**config.mk**
```make
export PLATFORM = sky130hd
export DESIGN_NAME = swt_self_wake_timer
export DESIGN_NICKNAME = d
export VERILOG_FILES = /design/src/swt_self_wake_timer.v
export VERILOG_INCLUDE_DIRS = /design/src
export SDC_FILE = /design/constraint.sdc
export NUM_CORES = 1
export LEC_CHECK = 0
export BUFFER_PORTS_ARGS = -buffer_cell sky130_fd_sc_hd__buf_2
export CORE_MARGIN = 2
export CORE_UTILIZATION = 40
export DETAILED_ROUTE_END_ITERATION = 6
export SYNTH_ARGS = -nofsm -noshare
export SYNTH_HDL_FRONTEND = slang
export SYNTH_SLANG_ARGS = --single-unit
```
**constraint.sdc**
```tcl
create_clock -name i_mclk -period 4.9 [get_ports i_mclk]
set_input_delay 0.245 -clock i_mclk [delete_from_list [all_inputs] [get_ports i_mclk]]
set_output_delay 0.245 -clock i_mclk [all_outputs]
set_load 0.02 [all_outputs]
```
**src/swt_defines.vh**
```
// Constants for the self wake-up down-counter: offsets, fields, resets,
// and the timer tick rates. Included by the timer module only.
`ifndef SWT_DEFINES_VH
`define SWT_DEFINES_VH

// ************************************************************
// Register offsets (byte addresses)
// ************************************************************
`define SWT_OFS_CTRL 8'h00
`define SWT_OFS_COUNT 8'h0c
`define SWT_OFS_IRQ_STAT 8'h10
`define SWT_OFS_IRQ_MASK 8'h14

// ************************************************************
// Control register fields and reset values
// ************************************************************
`define SWT_CTRL_TIMER_CLOCK_SELECT 0
`define SWT_CTRL_ALARM 1
`define SWT_CTRL_CLEAR 2
`define SWT_CTRL_RESET 32'h00000000
`define SWT_TIMER_CLOCK_SELECT_RESET 1'b0
`define SWT_MASK_RESET 1'b0
`define SWT_COUNT_RESET 32'h00000000

// ************************************************************
// Timing: tick source rates and system clock, all in Hz
// ************************************************************
`define SWT_MCLK_HZ 25000000
`define SWT_RC_TICK_HZ 750000
`define SWT_LP_TICK_HZ 10000

`endif

```
**src/swt_self_wake_timer.v**
```verilog
// Self wake-up timer: 32-bit down-counter with selectable tick source,
// sticky alarm flag, interrupt status/mask and a wake request output.
// Assumes a simple register port, synchronous inputs and one clock; the
// two tick sources are modelled as rate accumulators on that clock.
//
// Local design decision: the strobed register port.
`timescale 1ns/1ns
`default_nettype none
`include "swt_defines.vh"

module swt_self_wake_timer #(
  parameter integer MCLK_HZ = `SWT_MCLK_HZ,
  parameter integer RC_TICK_HZ = `SWT_RC_TICK_HZ,
  parameter integer LP_TICK_HZ = `SWT_LP_TICK_HZ
) (
  input wire i_mclk,
  input wire i_resetn,
  input wire i_ce,
  input wire [7:0] i_addr,
  input wire [31:0] i_wdata,
  input wire i_wr,
  input wire i_rd,
  output reg [31:0] o_rdata,
  output reg o_irq,
  output reg o_wake_req,
  output reg o_running
);

  // ************************************************************
  // Local constants
  // ************************************************************
  localparam integer NUM_SRC = 2;
  localparam integer SRC_RC = 0;
  localparam integer SRC_LP = 1;
  localparam [31:0] MCLK_RATE = MCLK_HZ;
  localparam [0:0] ST_IDLE = 1'b0;
  localparam [0:0] ST_RUN = 1'b1;
  localparam [31:0] CNT_ZERO = 32'h00000000;
  localparam [31:0] CNT_ONE = 32'h00000001;

  // ************************************************************
  // Tick generation
  // ************************************************************
  // Each source is a phase accumulator on the system clock, so the
  // average tick rate is exact even where the ratio is not whole.
  // Limitation: a tick rate must not exceed the system clock rate.
  // Both run all the time; a source switch does not restart a phase.
  reg timer_clock_select_r;
  wire [NUM_SRC-1:0] src_tick;
  wire tick;

  genvar g;
  generate
    for (g = 0; g < NUM_SRC; g = g + 1) begin : g_src
      localparam [31:0] RATE = (g == SRC_LP) ? LP_TICK_HZ : RC_TICK_HZ;
      reg [31:0] phase_r;
      reg [31:0] phase_nxt;
      reg tick_r;
      reg tick_nxt;

      always @* begin
        phase_nxt = phase_r + RATE;
        tick_nxt = 1'b0;
        if (phase_nxt >= MCLK_RATE) begin
          phase_nxt = phase_nxt - MCLK_RATE;
          tick_nxt = 1'b1;
        end
      end

      always @(posedge i_mclk or negedge i_resetn) begin
        if (!i_resetn) begin
          phase_r <= 32'h00000000;
          tick_r <= 1'b0;
        end else if (i_ce) begin
          phase_r <= phase_nxt;
          tick_r <= tick_nxt;
        end
      end

      assign src_tick[g] = tick_r;
    end
  endgenerate

  assign tick = timer_clock_select_r ? src_tick[SRC_LP]
                         : src_tick[SRC_RC];

  // ************************************************************
  // Register decode
  // ************************************************************
  wire wr_ctrl;
  wire wr_count;
  wire wr_stat;
  wire wr_mask;
  wire clear_req;
  wire alarm_w1c;
  assign wr_ctrl = i_wr && (i_addr == `SWT_OFS_CTRL);
  assign wr_count = i_wr && (i_addr == `SWT_OFS_COUNT);
  assign wr_stat = i_wr && (i_addr == `SWT_OFS_IRQ_STAT);
  assign wr_mask = i_wr && (i_addr == `SWT_OFS_IRQ_MASK);
  // A zero in either bit is a no-op by construction
  assign clear_req = wr_ctrl && i_wdata[`SWT_CTRL_CLEAR];
  assign alarm_w1c = (wr_ctrl || wr_stat)
                     && i_wdata[`SWT_CTRL_ALARM];

  // ************************************************************
  // Run state
  // ************************************************************
  reg state_r;
  reg state_nxt;
  reg [31:0] count_r;
  reg [31:0] count_nxt;
  wire timeout;
  // Time-out is the tick that takes the counter from one to zero
  assign timeout = (state_r == ST_RUN) && tick && (count_r == CNT_ONE);

  always @* begin
    state_nxt = state_r;
    case (state_r)
      ST_IDLE: begin
        if (wr_count && (i_wdata != CNT_ZERO)) begin
          state_nxt = ST_RUN;
        end
      end
      ST_RUN: begin
        if (wr_count) begin
          // A load while running is a software fault; nonzero restarts, zero stops
          if (i_wdata == CNT_ZERO) begin
            state_nxt = ST_IDLE;
          end
        end else if (tick && (count_r == CNT_ONE)) begin
          state_nxt = ST_IDLE;
        end
      end
      default: begin
        state_nxt = ST_IDLE;
      end
    endcase
    // Clear wins over a load or tick in the same cycle
    if (clear_req) begin
      state_nxt = ST_IDLE;
    end
  end

  always @(posedge i_mclk or negedge i_resetn) begin
    if (!i_resetn) begin
      state_r <= ST_IDLE;
    end else if (i_ce) begin
      state_r <= state_nxt;
    end
  end

  // ************************************************************
  // Counter
  // ************************************************************
  // Idle holds the count, zero after a time-out: no auto reload
  always @* begin
    count_nxt = count_r;
    if (clear_req) begin
      count_nxt = CNT_ZERO;
    end else if (wr_count) begin
      count_nxt = i_wdata;
    end else if ((state_r == ST_RUN) && tick) begin
      count_nxt = count_r - CNT_ONE;
    end
  end

  always @(posedge i_mclk or negedge i_resetn) begin
    if (!i_resetn) begin
      count_r <= `SWT_COUNT_RESET;
    end else if (i_ce) begin
      count_r <= count_nxt;
    end
  end

  // ************************************************************
  // Clock select
  // ************************************************************
  always @(posedge i_mclk or negedge i_resetn) begin
    if (!i_resetn) begin
      timer_clock_select_r <= `SWT_TIMER_CLOCK_SELECT_RESET;
    end else if (i_ce && wr_ctrl) begin
      timer_clock_select_r <= i_wdata[`SWT_CTRL_TIMER_CLOCK_SELECT];
    end
  end

  // ************************************************************
  // Alarm flag
  // ************************************************************
  reg alarm_r;
  reg alarm_nxt;

  always @* begin
    alarm_nxt = alarm_r;
    // A time-out in the clearing cycle wins over the clear
    if (timeout) begin
      alarm_nxt = 1'b1;
    end else if (alarm_w1c) begin
      alarm_nxt = 1'b0;
    end
  end

  // Loads and counter clears leave the flag alone, so a wake-up
  // that software has not yet seen is never lost
  always @(posedge i_mclk or negedge i_resetn) begin
    if (!i_resetn) begin
      alarm_r <= 1'b0;
    end else if (i_ce) begin
      alarm_r <= alarm_nxt;
    end
  end

  // ************************************************************
  // Interrupt mask
  // ************************************************************
  reg mask_r;

  always @(posedge i_mclk or negedge i_resetn) begin
    if (!i_resetn) begin
      mask_r <= `SWT_MASK_RESET;
    end else if (i_ce && wr_mask) begin
      mask_r <= i_wdata[`SWT_CTRL_ALARM];
    end
  end

  // ************************************************************
  // Read data
  // ************************************************************
  reg [31:0] rdata_nxt;

  always @* begin
    rdata_nxt = 32'h00000000;
    case (i_addr)
      `SWT_OFS_CTRL: begin
        // Clear bit is never stored, so it reads zero
        rdata_nxt[`SWT_CTRL_TIMER_CLOCK_SELECT] = timer_clock_select_r;
        rdata_nxt[`SWT_CTRL_ALARM] = alarm_r;
        rdata_nxt[`SWT_CTRL_CLEAR] = 1'b0;
      end
      `SWT_OFS_COUNT: begin
        // Live value: no snapshot, software must cope
        rdata_nxt = count_r;
      end
      `SWT_OFS_IRQ_STAT: begin
        rdata_nxt[`SWT_CTRL_ALARM] = alarm_r;
      end
      `SWT_OFS_IRQ_MASK: begin
        rdata_nxt[`SWT_CTRL_ALARM] = mask_r;
      end
      default: begin
        rdata_nxt = 32'h00000000;
      end
    endcase
  end

  // ************************************************************
  // Outputs
  // ************************************************************
  // Every output is registered, so each trails its source by a cycle
  wire irq_nxt;
  wire wake_nxt;
  wire running_nxt;
  assign irq_nxt = alarm_r && mask_r;
  // Wake request is unmasked so it works in any power mode
  assign wake_nxt = alarm_r;
  assign running_nxt = (state_r == ST_RUN);

  always @(posedge i_mclk or negedge i_resetn) begin
    if (!i_resetn) begin
      o_rdata <= 32'h00000000;
    end else if (i_ce) begin
      // Read data stands for one cycle only, zero otherwise
      o_rdata <= i_rd ? rdata_nxt : 32'h00000000;
    end
  end

  always @(posedge i_mclk or negedge i_resetn) begin
    if (!i_resetn) begin
      o_irq <= 1'b0;
    end else if (i_ce) begin
      o_irq <= irq_nxt;
    end
  end

  always @(posedge i_mclk or negedge i_resetn) begin
    if (!i_resetn) begin
      o_wake_req <= 1'b0;
    end else if (i_ce) begin
      o_wake_req <= wake_nxt;
    end
  end

  always @(posedge i_mclk or negedge i_resetn) begin
    if (!i_resetn) begin
      o_running <= 1'b0;
    end else if (i_ce) begin
      o_running <= running_nxt;
    end
  end

endmodule
`default_nettype wire

```
# Yosys cells after proc, flatten, opt, wreduce, memory -nomap -nowiden
# Index checks and enable logic that the tools add are counted.
[word_totals]
inputBits = 45
wordCells = 68
output_inout_bits = 35
ff_bits = 137
[op_classes]
n_reduce_logical = 22
bitwise = 1
magnitude_cmp = 2
addsub = 5
muxes = 21
n_eq_ne = 4
[op_table]
columns = ["cell", "n"]
rows = [
  ["two-way mux 32 bit", 6],
  ["greater-or-equal comparator 32 x 25 -> 1 bit (second input constant)", 2],
  ["subtractor 32 x 25 -> 32 bit (second input constant)", 2],
  ["adder 32 x 14 -> 32 bit (second input constant)", 1],
  ["adder 32 x 20 -> 32 bit (second input constant)", 1],
  ["== test 32 x 1 -> 1 bit (second input constant)", 1],
  ["logical NOT 32 bit", 1],
  ["nonzero test 32 bit", 1],
  ["subtractor 32 x 1 -> 32 bit (second input constant)", 1],
  ["two-way mux 29 bit", 1],
  ["== test 8 x 5 -> 1 bit (second input constant)", 2],
  ["logical AND 1 bit", 13],
  ["two-way mux 1 bit", 11],
  ["== test 8 x 4 -> 1 bit (second input constant)", 1],
  ["logical NOT 8 bit", 1],
  ["one-hot mux 1 bit (2 select lines)", 2],
  ["AND reduction 2 bit", 2],
  ["one-hot mux 1 bit (3 select lines)", 1],
  ["nonzero test 3 bit", 1],
  ["nonzero test 2 bit", 1],
  ["OR reduction 2 bit", 1],
  ["logical OR 1 bit", 1],
  ["inverter 1 bit", 1],
]

# Depth between registers and ports, before layout
[logic_depth]
depth_word = 6
depth_mapped = 17
ltp_nobuf = 14

# Worst setup path before layout
# No wires, ideal clock.
[synth_timing]
path_kind = "register -> register"
start = "register g_src[0].phase_r[4]"
end = "register g_src[0].phase_r[28]"
n_path_buf = 2
required_ps = 4776
synth_period_minus_slack_ps = 3345
stages_incl_launch_ff = 14
path_slack_ps = 1555
setup_time_ps = 124
arrival_ps = 3221
cell_sequence = "dfrtp_1 inv_1 ha_1 and2b_1 buf_4 o21ai_4 a2111oi_4 o21ai_0 xor2_1 nand3b_4 or3_1 buf_6 and3_1 o31a_1"
[synth_via]
elab_chain_cells = 3
elab_cells_between_ends = 4
classes_between = "add/sub (2); order compare (1); mux (1)"
[synth_lines]
columns = ["item", "line_no", "source"]
rows = [
  ["start: declaration", "swt_self_wake_timer.v:56", "reg [31:0] phase_r;"],
  ["start signal: assignment", "swt_self_wake_timer.v:75", "phase_r <= phase_nxt;"],
  ["adder 32 x 20 -> 32 bit (*)", "swt_self_wake_timer.v:62", "phase_nxt = phase_r + RATE;"],
  ["subtractor 32 x 25 -> 32 bit / greater-or-equal comparator 32 x 25 -> 1 bit (equally long branches)", "swt_self_wake_timer.v:65, swt_self_wake_timer.v:64", ""],
  ["two-way mux 32 bit (*)", "swt_self_wake_timer.v:64", "if (phase_nxt >= MCLK_RATE) begin"],
]
# Every way passes the cells marked *; elsewhere a longest branch is shown, timed or not.
# A chain may end at the register's enable or synchronous reset.

# Worst setup path in the final report
[layout_timing]
start = "register g_src[1].phase_r[4]"
end = "register g_src[1].phase_r[17]"
[layout_via]
elab_chain_cells = 3
elab_cells_between_ends = 4
classes_between = "add/sub (2); order compare (1); mux (1)"
[layout_lines]
columns = ["item", "line_no"]
rows = [
  ["start: declaration", "swt_self_wake_timer.v:56"],
  ["start signal: assignment", "swt_self_wake_timer.v:75"],
  ["adder 32 x 14 -> 32 bit (*)", "swt_self_wake_timer.v:62"],
  ["subtractor 32 x 25 -> 32 bit / greater-or-equal comparator 32 x 25 -> 1 bit (equally long branches)", "swt_self_wake_timer.v:65, swt_self_wake_timer.v:64"],
  ["two-way mux 32 bit (*)", "swt_self_wake_timer.v:64"],
]
# Marked as above.

==> metrics <==
critical path class reg -> reg; post-DP HPWL 16400 µm; ys async rst share between 90% and 100%; final wirelength between 20000 and 25000 µm; clk buf depth 2; Synth Register Bits approximately 130; Multi-input gate area ~5500 µm²; GPL Wtd Cong 0.850; PwrDens 582 nW/µm²; ratio of cells with drive above 1 in the final layout 16.8%; Die Wd approximately 160 µm; endpoints failing hold 0; Max stage delay cell, worst path o211ai_1; largest net degree at the start of global routing 94; Tot GR Track Use between 20% and 30%; sequential share of the synthesized area 35.4%; slew at the pin closest to its max-slew limit 1.07 ns; CTS tree built; reg2reg setup slack 0.67 ns; final non-filler cell total 1381; Yosys cell types 99; DR iter-0 viols 502; mapped cell area 9120 µm²; fin crit period between 4 and 5 ns; Nets 1135; Post-Syn Instances 1047; Final Max Tran Viols 0; DR WL/cell 17.4 µm; IO Pins 80; first-pass GRT wire length ~41000 µm; cell leakage power 4.23 nW; die area 24000 µm²; RSZ-0062 raised after global routing false; routed vias roughly 8000; number of synthesized flops with an enable pin 0; Routed Antenna Nets 0; FILL cells 2205; number of global-route vias before repair 7800; critical path fanouts, max 14; port buffer count approximately 80; worst hold path type in -> reg; DR pass1 iterations 5; status finished clean; worst path required time 5.24 ns; Sum Neg Setup Slack 0 ns; H-tree depth 4; prevailing post-synth register cell dfrtp_1; Root Driver clkbuf_16; placement row count 55; Initial Util 40.5%; max_slew headroom 28.9%; antenna violations before repair 4; CP peak stage delay between 0.6 and 0.7 ns; f_max around 240 MHz; critical path, cell by cell ha_1 > xor2_1 > inv_1 > ha_1 > nand4_1 > o311ai_0 > a32oi_1 > a21o_1 > o211ai_1 > nand2_2 > or3_1 > a21oi_2 > xor2_1; endpoints failing setup 0; Critical Path Source Type register; Die Y between 150 and 200 µm; area grow syn2layout 11.4%; dpl cells 1346; Syn Nets 1101; Hold Crit Depth 3; clock skew 0.0109 ns; FF+latch area 3230 µm²; GR Overflow Total 0; clk_lat worst skew around 0.43 ns; routed vias/inst 5.81; Mean Syn Cell Area between 8 and 9 µm²; DRC 0; Total Power 5.92 mW; R2R cell count 13; Worst EP arrival 4.58 ns; Finished Core Util 45.2%; Core Region between 20000 and 25000 µm²; warnings from Yosys 0; Reg clk slew, reported paths 0.06 ns; Tcrit/Tclk final a little under nine tenths; Max-Cap Viols 0; Setup crit end kind register; Worst VDD drop about 0.25 mV; Sink Count 129; TritonCTS Buffers 17
flip-flops by register name, indices dropped and copies added (netlist names):
signal	flops
timer_clock_select_r	1
g_src.tick_r	2
mask_r	1
o_rdata	32
g_src.phase_r	56
count_r	32
alarm_r	1
o_irq	1
o_wake_req	1
o_running	1
running_nxt	1
power by group:
group,internal [mW],switching (mW)
clock network,0.681,0.530
registers,1.37,0.582
logic,1.20,1.55
critical path: cells and delay by family (launching register included):
kind	cells	cell delay, ns
buf+inv	1	0.08
simple gates	3	0.96
xor+xnor	2	0.40
fa+ha+maj	2	0.63
flops	1	0.42
compound gates	5	1.66
cell type report:
cell class / instances / share of cell area [%]
multi-input cells: 824 / 53.8
flip-flops and latches: 129 / 31.8
repair buffers: 88 / 4.64
clock buffers: 19 / 4.46
well taps: 285 / 3.51
clock inverters: 13 / 0.997
inverters: 21 / 0.775
diodes: 2 / 0.0492
synth_stat cells, types with 10 or more instances:
| cell | number | area share (%) |
|---|---|---|
| nor2_1 | 83 | 3.4 |
| nand3_1 | 27 | 1.5 |
| clkbuf_1 | 37 | 1.5 |
| a22o_1 | 30 | 2.9 |
| inv_1 | 20 | 0.82 |
| nor4_1 | 25 | 1.7 |
| o21ai_1 | 12 | 0.66 |
| nand2_1 | 76 | 3.1 |
| nand4_1 | 16 | 1.1 |
| a21oi_1 | 74 | 4.1 |
| mux2_2 | 12 | 1.5 |
| nand2b_1 | 15 | 1.0 |
| o21ai_0 | 85 | 4.7 |
| xnor2_1 | 68 | 6.5 |
| or3_1 | 13 | 0.89 |
| o211ai_1 | 10 | 0.82 |
| dfrtp_1 | 129 | 35 |
| and3_1 | 18 | 1.2 |
| buf_2 | 18 | 0.99 |
| xor2_1 | 23 | 2.2 |
| nor3_1 | 38 | 2.1 |
| o31ai_1 | 10 | 0.82 |
| a31oi_1 | 10 | 0.69 |
metrics by stage:
stage               area, µm²  worst slack [ns]  hold slack (ns)
global route            10200             0.182            0.107
detailed placement       9600             0.758            0.419
global placement         9600             0.930            0.418
CTS                     10200             0.730           0.0828
finish                  10200             0.668           0.0946
floorplan                9120              1.55          -0.0506
per-layer routing:
metal / up-vias / part of all wire, % / global-route usage [%]
met5: - / 0.11 / 0
met4: 4 / 1.0 / 5.38
met3: 22 / 3.9 / 3.70
met2: 155 / 47 / 33.2
met1: 3923 / 48 / 28.9
li1: 3918 / - / -
logic make-up (layout without fill, tap and decap cells):
kind of cell,count (synthesis),count (layout),share of synthesized area [%]
and+or+nand+nor,379,379,22.6
AOI/OAI and AO/OA,323,323,24.4
DFF,129,129,35.4
xor gates and xnor gates,94,94,9.27
buffers and inverters,94,141,4.74
muxes,19,19,2.39
adders and majority gates,9,9,1.23
other,0,2,0
path summary, 6_finish.rpt:
path / start / to
max: g_src[1].phase_r[4] / g_src[1].phase_r[17]
min in group asynchronous: i_resetn / g_src[1].phase_r[19]
max reg2reg: g_src[1].phase_r[4] / g_src[1].phase_r[17]
min reg2reg: o_rdata[1] / o_rdata[1]
max in group asynchronous: i_resetn / count_r[23]
min: i_rd / o_rdata[1]
placed cells by master, fill, tap and decap left out, drive strengths merged, types with 4 or more instances in the layout:
master | Yosys | final
nand2 | 77 | 77
o21a | 6 | 6
nor3b | 6 | 6
nand4 | 17 | 17
a22oi | 7 | 7
mux2 | 12 | 12
inv | 21 | 26
nor3 | 44 | 44
clkinv | 0 | 4
nor2 | 85 | 85
ha | 9 | 9
o211ai | 14 | 14
buf | 35 | 87
a21boi | 4 | 4
a211oi | 12 | 12
nand2b | 15 | 15
or2 | 8 | 8
xnor2 | 69 | 69
a21oi | 75 | 75
nor2b | 5 | 5
a211o | 4 | 4
mux2i | 7 | 7
nor4 | 29 | 29
nand3 | 27 | 27
and4 | 6 | 6
o31ai | 10 | 10
a21o | 10 | 10
nand3b | 5 | 5
clkbuf | 38 | 19
a2111oi | 4 | 4
dfrtp | 129 | 129
or4 | 5 | 5
and3 | 18 | 18
a31oi | 10 | 10
clkinvlp | 0 | 4
and2 | 8 | 8
o21ai | 99 | 99
or3 | 14 | 14
a22o | 30 | 30
xor2 | 25 | 25
timing repair:
item / 4_1_cts / 5_1_grt
hold buffers: 1 / 0
setup buffers: 0 / 0
endpoints found under the hold margin: 92 / 0
resized for setup: 0 / 0
No activity file was read; power rests on OpenSTA's default activity.
